===== config.mk =====
export PLATFORM = sky130hd
export DESIGN_NAME = processor_status_control
export DESIGN_NICKNAME = d
export VERILOG_FILES = /design/src/hdl/status_pkg.sv /design/src/hdl/irq_gate.sv /design/src/hdl/processor_status_control.sv
export SDC_FILE = /design/constraint.sdc
export NUM_CORES = 1
export LEC_CHECK = 0
export ABC_AREA = 1
export BUFFER_PORTS_ARGS = -buffer_cell sky130_fd_sc_hd__buf_4
export CORE_UTILIZATION = 47
export DETAILED_ROUTE_END_ITERATION = 8
export PLACE_DENSITY = 0.91
export RECOVER_POWER = 50
export SETUP_SLACK_MARGIN = 0.1
export SLEW_MARGIN = 15
export SYNTH_ARGS = -nofsm -noshare
export SYNTH_HDL_FRONTEND = slang
export SYNTH_SLANG_ARGS = --single-unit

===== constraint.sdc =====
create_clock -name clk -period 2.7 [get_ports clk]
set_clock_uncertainty 0.2 [all_clocks]
set_input_delay 0.135 -clock clk [delete_from_list [all_inputs] [get_ports clk]]
set_output_delay 0.135 -clock clk [all_outputs]
set_load 0.005 [all_outputs]

===== src/hdl/status_pkg.sv =====
// Purpose: constants for the processor status control block
// Assumes: status word reached as special register index 2
// Notes: reserved status bits read as zero
package status_pkg;
    localparam logic [7:0] PSW_INDEX = 8'h02;
    localparam int TIMER_IRQ_OFF_BIT = 17;
    localparam int IRQ_WAITING_BIT = 14;
    localparam int SINGLE_STEP_ARM_BIT = 13;
    localparam int SINGLE_STEP_DUE_BIT = 12;
    localparam int MISALIGN_CHECK_BIT = 11;
    localparam int STATE_HOLD_BIT = 10;
    localparam int IDLE_WAIT_BIT = 7;
    localparam int PRIVILEGED_BIT = 4;
    localparam int PRIORITY_MASK_LSB = 2;
    localparam int MASK_EXTERNAL_BIT = 1;
    localparam int MASK_ALL_BIT = 0;
    // writable bits: 17, 14..10, 7, 4..0
    localparam logic [31:0] PSW_WRITE_MASK = 32'h00027C9F;
    // reset: privileged, all masked
    localparam logic [31:0] PSW_RESET = 32'h00000013;
    localparam logic [1:0] HOLD_SETTLE_CYCLES = 2'h2;
    typedef enum logic [1:0] {
        ACC_NONE = 2'b00,
        ACC_HALF = 2'b01,
        ACC_WORD = 2'b10,
        ACC_BYTE = 2'b11
    } access_size_t;
    typedef enum logic [1:0] {
        RUN_ST = 2'b00,
        IDLE_ST = 2'b01,
        SETTLE_ST = 2'b10
    } run_state_t;
endpackage : status_pkg


===== src/hdl/irq_gate.sv =====
// Purpose: mask evaluation of interrupt requests
// Assumes: request inputs already synchronous
// Notes: pure combinational gating
`timescale 1ns/1ns
module irq_gate (
    input wire logic [3:0] ext_irq,
    input wire logic periph_irq,
    input wire logic timer_irq,
    input wire logic timer_irq_allow,
    input wire logic timer_irq_off,
    input wire logic mask_all,
    input wire logic mask_external,
    input wire logic [1:0] priority_mask,
    output logic [3:0] ext_ok,
    output logic periph_ok,
    output logic timer_ok,
    output logic any_req,
    output logic any_ok
);
    logic [3:0] line_en;
    always_comb begin
        // line 0 is never masked by priority
        case (priority_mask)
            2'b00: line_en = 4'h1;
            2'b01: line_en = 4'h3;
            2'b10: line_en = 4'h7;
            default: line_en = 4'hF;
        endcase
        ext_ok = ext_irq & line_en
            & {4{~mask_external & ~mask_all}};
        periph_ok = periph_irq & (priority_mask == 2'b11)
            & ~mask_external & ~mask_all;
        timer_ok = timer_irq & timer_irq_allow & ~timer_irq_off
            & ~mask_all;
        any_req = (|ext_irq) | periph_irq
            | (timer_irq & timer_irq_allow & ~timer_irq_off);
        any_ok = (|ext_ok) | periph_ok | timer_ok;
    end
endmodule : irq_gate


===== src/hdl/processor_status_control.sv =====
// Purpose: processor status word and exception gating
// Assumes: pipeline reports completion, accesses and requests per cycle
// Notes: take_event is high toward trap dispatch in every cycle an event is taken
//
// Contract
// - timer off bit suppresses timer interrupt
// - mask all blocks timer interrupt
// - waiting bit set when request masked
// - waiting bit clears when requests vanish
// - copy arm into due at completion
// - due bit raises trace trap
// - misaligned external accesses trap when checking
// - no alignment checking when check off
// - never check io or fetch addresses
// - vector fetch addresses always aligned
// - state hold freezes listed registers
// - taking event sets state hold
// - two cycles settle after hold clears
// - setting state hold acts at once
// - idle wait performs no operations
// - taken event or reset leaves idle
// - privileged bit selects supervisor mode
// - user access to protected context traps
// - occurring events taken only when permitted
// - mask external blocks external and peripheral
// - mask all blocks all but warning
// - priority mask enables lines cumulatively
`timescale 1ns/1ns
module processor_status_control (
    input wire logic clk,
    input wire logic resetn,
    // special register port
    input wire logic [7:0] sr_index,
    input wire logic sr_write,
    input wire logic sr_read,
    input wire logic sr_protected,
    input wire logic [31:0] sr_wdata,
    output logic [31:0] sr_rdata,
    // pipeline events
    input wire logic instr_done,
    input wire logic data_access,
    input wire logic io_access,
    input wire status_pkg::access_size_t access_size,
    input wire logic [1:0] data_addr_low,
    input wire logic sync_trap,
    input wire logic warn_trap,
    // interrupt requests
    input wire logic [3:0] ext_irq,
    input wire logic periph_irq,
    input wire logic timer_irq,
    input wire logic timer_irq_allow,
    // dispatch side
    output logic take_event,
    output logic trace_trap,
    output logic misalign_trap,
    output logic protect_trap,
    output logic hold_regs,
    output logic run_enable,
    output logic supervisor,
    output logic vector_align_low,
    output logic events_ready
);
    import status_pkg::*;

    // ------------------------------------------------------------
    // state
    // ------------------------------------------------------------
    typedef struct packed {
        logic [31:0] psw;
        run_state_t st;
        logic [1:0] settle;
        logic [31:0] rdata;
    } state_t;

    state_t cur_r;
    state_t cur_nxt;

    logic [3:0] ext_ok;
    logic periph_ok;
    logic timer_ok;
    logic any_req;
    logic any_ok;
    logic psw_hit;
    logic [31:0] wr_val;
    logic trap_occurs;
    logic irq_masked;

    function automatic logic misaligned(input access_size_t sz,
                                        input logic [1:0] a);
        case (sz)
            ACC_WORD: misaligned = |a;
            ACC_HALF: misaligned = a[0];
            default: misaligned = 1'b0;
        endcase
    endfunction : misaligned

    irq_gate u_gate (
        .ext_irq(ext_irq),
        .periph_irq(periph_irq),
        .timer_irq(timer_irq),
        .timer_irq_allow(timer_irq_allow),
        .timer_irq_off(cur_r.psw[TIMER_IRQ_OFF_BIT]),
        .mask_all(cur_r.psw[MASK_ALL_BIT]),
        .mask_external(cur_r.psw[MASK_EXTERNAL_BIT]),
        .priority_mask(cur_r.psw[PRIORITY_MASK_LSB +: 2]),
        .ext_ok(ext_ok),
        .periph_ok(periph_ok),
        .timer_ok(timer_ok),
        .any_req(any_req),
        .any_ok(any_ok)
    );

    // ------------------------------------------------------------
    // trap sources
    // ------------------------------------------------------------
    always_comb begin
        psw_hit = sr_index == PSW_INDEX;
        supervisor = cur_r.psw[PRIVILEGED_BIT];
        protect_trap = (sr_write | sr_read) & sr_protected
            & ~cur_r.psw[PRIVILEGED_BIT];
        // io and fetch never checked; only data accesses seen here
        misalign_trap = cur_r.psw[MISALIGN_CHECK_BIT] & data_access
            & ~io_access
            & misaligned(access_size, data_addr_low);
        trace_trap = cur_r.psw[SINGLE_STEP_DUE_BIT];
        trap_occurs = protect_trap | misalign_trap | trace_trap
            | sync_trap;
        // per request, so a masked line counts beside an enabled one
        irq_masked = (|(ext_irq & ~ext_ok)) | (periph_irq & ~periph_ok)
            | (timer_irq & timer_irq_allow
               & ~cur_r.psw[TIMER_IRQ_OFF_BIT] & ~timer_ok);
        // no handler but the warning one may be entered until held state settles
        events_ready = cur_r.st != SETTLE_ST;
        take_event = warn_trap
            | (events_ready & ~cur_r.psw[MASK_ALL_BIT]
               & (trap_occurs | any_ok));
        hold_regs = cur_r.psw[STATE_HOLD_BIT] | take_event;
        run_enable = ~cur_r.psw[IDLE_WAIT_BIT];
        vector_align_low = 1'b0;
        sr_rdata = cur_r.rdata;
    end

    // ------------------------------------------------------------
    // next state
    // ------------------------------------------------------------
    always_comb begin
        cur_nxt = cur_r;
        wr_val = (sr_wdata & PSW_WRITE_MASK)
            | (cur_r.psw & ~PSW_WRITE_MASK);
        if (sr_write && psw_hit && !protect_trap)
            cur_nxt.psw = wr_val & PSW_WRITE_MASK;
        if (instr_done && run_enable)
            cur_nxt.psw[SINGLE_STEP_DUE_BIT] =
                cur_nxt.psw[SINGLE_STEP_ARM_BIT];
        if (irq_masked)
            cur_nxt.psw[IRQ_WAITING_BIT] = 1'b1;
        else if (!any_req)
            cur_nxt.psw[IRQ_WAITING_BIT] = 1'b0;
        if (take_event) begin
            cur_nxt.psw[STATE_HOLD_BIT] = 1'b1;
            cur_nxt.psw[IDLE_WAIT_BIT] = 1'b0;
        end
        case (cur_r.st)
            RUN_ST: begin
                if (cur_nxt.psw[IDLE_WAIT_BIT])
                    cur_nxt.st = IDLE_ST;
            end
            IDLE_ST: begin
                if (!cur_nxt.psw[IDLE_WAIT_BIT])
                    cur_nxt.st = RUN_ST;
            end
            SETTLE_ST: begin
                cur_nxt.settle = cur_r.settle - 2'h1;
                if (cur_r.settle == 2'h1)
                    cur_nxt.st = RUN_ST;
            end
            default: cur_nxt.st = RUN_ST;
        endcase
        // any clear restarts the gap, even one inside a running gap
        if (cur_r.psw[STATE_HOLD_BIT]
            && !cur_nxt.psw[STATE_HOLD_BIT]) begin
            cur_nxt.st = SETTLE_ST;
            cur_nxt.settle = HOLD_SETTLE_CYCLES;
        end
        if (sr_read && psw_hit && !protect_trap)
            cur_nxt.rdata = cur_r.psw & PSW_WRITE_MASK;
        else if (sr_read)
            cur_nxt.rdata = 32'h00000000;
    end

    always_ff @(posedge clk) begin
        if (!resetn) begin
            cur_r.psw <= PSW_RESET;
            cur_r.st <= RUN_ST;
            cur_r.settle <= 2'h0;
            cur_r.rdata <= 32'h00000000;
        end else begin
            cur_r <= cur_nxt;
        end
    end
endmodule : processor_status_control


Word level (Yosys, flattened, before mapping)

Cells that the tools add are included.

Word-level logic and storage cells: 105
Flip-flop bits (word level): 28
Output and inout port bits: 41

Reduce and logical (&&, ||, !) cells: 20
Bitwise operators: 42
Multiplexer cells: 16
Equality and inequality tests: 17
Add/subtract/negate cells: 1

Operator list:

| operator                                                               | count |
|---|---|
| 18-bit 2-to-1 mux                                                      | 2 |
| 1-bit bitwise AND                                                      | 16 |
| 15-bit 2-to-1 mux                                                      | 1 |
| 1-bit OR                                                               | 13 |
| 4-bit bitwise AND                                                      | 3 |
| 4-bit one-hot mux with 3 select lines                                  | 1 |
| 4-bit OR reduction                                                     | 3 |
| 3-bit != test (second input constant)                                  | 3 |
| 1-bit inverter                                                         | 9 |
| 2-bit by 1-bit equality test with 1-bit output (second input constant) | 4 |
| 2-bit equality test (second input constant)                            | 4 |
| 8-bit by 2-bit equality test with 1-bit output (second input constant) | 1 |
| 2-bit 2-to-1 mux                                                       | 4 |
| 2-bit != test (second input constant)                                  | 4 |
| 1-bit logical AND                                                      | 6 |
| 2-bit one-hot mux with 3 select lines                                  | 1 |
| 3-bit AND reduction                                                    | 2 |
| 2-bit nonzero test                                                     | 3 |
| 1-bit 2-to-1 mux                                                       | 5 |
| 2-bit logical NOT                                                      | 2 |
| 4-bit 2-to-1 mux                                                       | 1 |
| 4-bit inverter                                                         | 1 |
| 2-bit OR reduction                                                     | 2 |
| 3-bit by 1-bit != test with 1-bit output (second input constant)       | 1 |
| other kinds (3)                                                        | 4 |

Longest topological paths before layout

Depth after elaboration: 15
Mapped depth: 14

Modules after synthesis

A second synthesis with hierarchy kept.

Cell total of the unflattened synthesis: 243
Area, all modules: 1700.4 µm²

Modules (own cells, without submodules):

| module                   | sequential area each (µm²) | area each (µm²) | times used | cells an instance |
|---|---|---|---|---|
| processor_status_control | 560.5                      | 1569.0          | 1          | 219 |
| irq_gate                 | 0.0                        | 131.4           | 1          | 24 |

Worst setup path after synthesis

No wires, ideal clock.

Path type: register -> register
Start point: register cur_r, in the netlist supervisor
End point: register cur_r, in the netlist sr_rdata[4]
Required time: 2.430 ns
Path slack: 1.258 ns
Library setup time: 0.070 ns
Arrival time: 1.172 ns
Cell stages (with the launch flop): 8
Path through: dfxtp_1 inv_2 nand2_4 inv_2 nor4_4 buf_6 nand2_1 a21oi_2

Word-level cells in the longest chain between the ends: 5
Elaborated cells on any way between the ends: 6
Classes of those cells: mux (1); bitwise (2); reduce/logical (3)

RTL lines:

| item                                                    | RTL line                        | source |
|---|---|---|
| start, declared                                         | processor_status_control.sv:75  | `state_t cur_r;` |
| start signal, assigned                                  | processor_status_control.sv:198 | `cur_r <= cur_nxt;` |
| 1-bit inverter                                          | processor_status_control.sv:120 | `& ~cur_r.psw[PRIVILEGED_BIT];` |
| 1-bit bitwise AND                                       | processor_status_control.sv:120 |  |
| 1-bit logical NOT                                       | processor_status_control.sv:185 | `if (sr_read && psw_hit && !protect_trap)` |
| 1-bit logical AND                                       | processor_status_control.sv:185 |  |
| 18-bit 2-to-1 mux or 2-bit nonzero test (tied branches) | n/a                             |  |

Parallel ways exist; a longest one is shown, timed or not.
A chain may end at the register's enable or synchronous reset.

==> impl_metrics.toml <==
[clock_network]
clockRootBuffer = "clkbuf_8"
tritoncts = "done"
cts.sinks = 28
htreeDepth = 1
cts_resized = 0
clock_path_buffers = 2
cts_setup_buffers = 0
cts_buffers = 3
clk_pin_slew_ps = 90
clk_latency_ps = 270

[min_path]
hold_start = "sr_wdata[13]"
holdPathEnd = "cur_r[49]"
hold_class = "primary input to flip-flop"
holdPathStages = 5

[setup_path]
path_class = "primary input to flip-flop"
rrSetupSlack_ps = 470
cp-end-kind = "flip-flop"
reg2reg_from = "cur_r[36]"
required_ps = 2720
cp_max_fo = 14
cp_data_arrival_time_ps = 2340
r2r-end = "cur_r[50]"
cp-start-kind = "primary input"
reg2reg_depth = 7

[grt]
antenna_found_initial = 0
track_usage = 0.2067
grt_pass1_wl_um = 6534
grt_max_degree = 17
grt.overflow.total = 0
grt_pass1_vias = 1471

[timing]
hold_viol = 0
maxSlewHeadroom = 0.6363
fin_crit_sh = 0.8603
max_clock_freq_mhz = 430.5
finalSetupViolations = 0
final_max_slew_viol_count = 0
fin_crit_ps = 2323
fin_setup_tns_ps = 0
tightestPinTransition_ps = 544.9
whs_ps = 13.61
rsz0062_at_grt = "no"

[flow_run]
cap_violations = 0

[power]
power_frac_clock = 0.374
combinationalPowerShare = 0.146
p_int_uw = 684.2
swShare = 0.2215
ir_worst_vdd_uv = 366.0
seq_power_share = 0.480
p_leak_uw = 0.001089
finalPower_uw = 878.8
power.density_nw_per_um2 = 384.5
p_sw_uw = 194.6

[yosys]
yosys-top-cells-count = "nand2_1, buf_4, dfxtp_1"
syn_area_per_cell_sq_um = 7.350
yosysMostFrequentCell = "nand2_1"
yosysTopAreaCellShare = 0.3191
synth_fa_ha_area_frac = 0.02137
synth_compound_area_frac = 0.1375
synth_top_cell_by_area = "dfxtp_1"
syn_inst = 239
synth.mux.area_fraction = 0
synth-seq-area-share = 0.3191
ys_ff_latch = 28
yosys.area_share.xor_xnor = 0
yosysUniqueCellTypes = 33
yosys-top-cells-area = "dfxtp_1, buf_4, nand2_1"
ys_warn_count = 0
synth_top_flop_cell = "dfxtp_1"
synthSimpleGateAreaFrac = 0.2877
syn_area_sq_um = 1757
synth-edff-count = 0
synth_top_family_by_area = "simple AND/OR/NAND/NOR gates"
postSynth.asyncResetShare = 0

[route]
drcViolationCount = 0
dr_total_vias = 1599
drtPass1Iterations = 4
drt-total-wl_um = 3927
drt_iter0_markers = 63
ant_nets = 0
vias_per_cell = 4.595
wl_per_cell_um = 11.28

[floorplanning]
num_io_pins = 102
start_util = 0.5065
rows = 21
die_w_um = 63.14
dieArea_sq_um = 3986
core_area_sq_um = 3468
fp.dieH_um = 63.14

[run_status]
status = "finished, final reports clean"

[finish]
final_area_sq_um = 2286
layout-drive-gt1-share = 0.3377
nets = 367
synthToLayoutAreaGrowth_pct = 30.13
final_cells = 348
antennaDiodeCount = 0

[place]
gp_routability_congestion = 0.8545
hpwl_um = 2900
io_buffers = 60
placed_cell_area_sq_um = 2068
dp_cells = 328
area by class of cell:
type                       instances  area (sq um)
fill                             311          1182
multi-input combinational        160         857.1
timing repair buffer              78         618.1
sequential                        28         560.5
inverter                          32         121.4
tap                               46         57.56
clock buffer                       3         41.29
clock inverter                     1         30.03
through the flow:
stage               setup WS, ps  utilization
floorplan                   1258            -
global placement            1040       0.5963
detailed placement          1021       0.5963
CTS                        602.5       0.6631
global route               236.9       0.6591
finish                     377.2       0.6591
layer usage:
layer / up-vias / GRT usage / wire length (um)
met3: 6 / 0.04348 / 186
li1: 817 / - / -
met1: 720 / 0.2367 / 1631
met4: 0 / 0.05523 / 59
met2: 56 / 0.3817 / 2049
met5: - / 0 / 0
cell usage in the layout, fill, tap and decap left out, types with 11 or more instances in the layout:
cell type      netlist  layout
buf_4               33      45
nand2_2             14      14
clkbuf_4             0      15
nand2_1             46      46
a21oi_1             10      11
nor2_1              22      23
conb_1               1      21
dfxtp_1             28      28
inv_1               27      28
dlygate4sd3_1        0      16
power groups by stage:
stage               registers, uW  logic, uW  clock network (uW)
floorplan                     430       74.0                   0
global placement              431        110                   0
detailed placement            431        113                   0
CTS                           422        128                 333
global route                  423        142                 351
finish                        422        128                 329
worst max path at each step:
stage,from,endpoint,slack (ps)
2_1_floorplan,supervisor,sr_rdata[4],1260
3_3_place_gp,access_size[0],hold_regs,1040
3_5_place_dp,access_size[0],hold_regs,1020
4_1_cts,cur_r[36],cur_r[50],600
5_1_grt,resetn,trace_trap,240
6_report,resetn,trace_trap,380
state kept, by name, summed over array words and instances (netlist names):
signal      count
trace_trap      1
cur_r          14
sr_rdata       12
supervisor      1
worst max-delay path, stage by stage:
cell	delay, ps
dlygate4sd3_1	520
clkbuf_1	350
inv_1	380
a21oi_1	200
o21ai_0	100
o21ai_1	110
dlygate4sd3_1	550
timing repair:
| action | CTS | global route |
|---|---|---|
| endpoints found under the hold margin | 12 | 0 |
| setup endpoints to repair | 0 | 0 |
| hold buffers | 16 | 0 |
cells by family after synthesis:
group | count (synthesis)
buffers and inverters | 71
flip-flops | 28
AO/OA/AOI/OAI | 35
other | 1
adder cells (fa/ha/maj) | 3
AND/OR/NAND/NOR | 101
(Power assumes the default switching activity.)
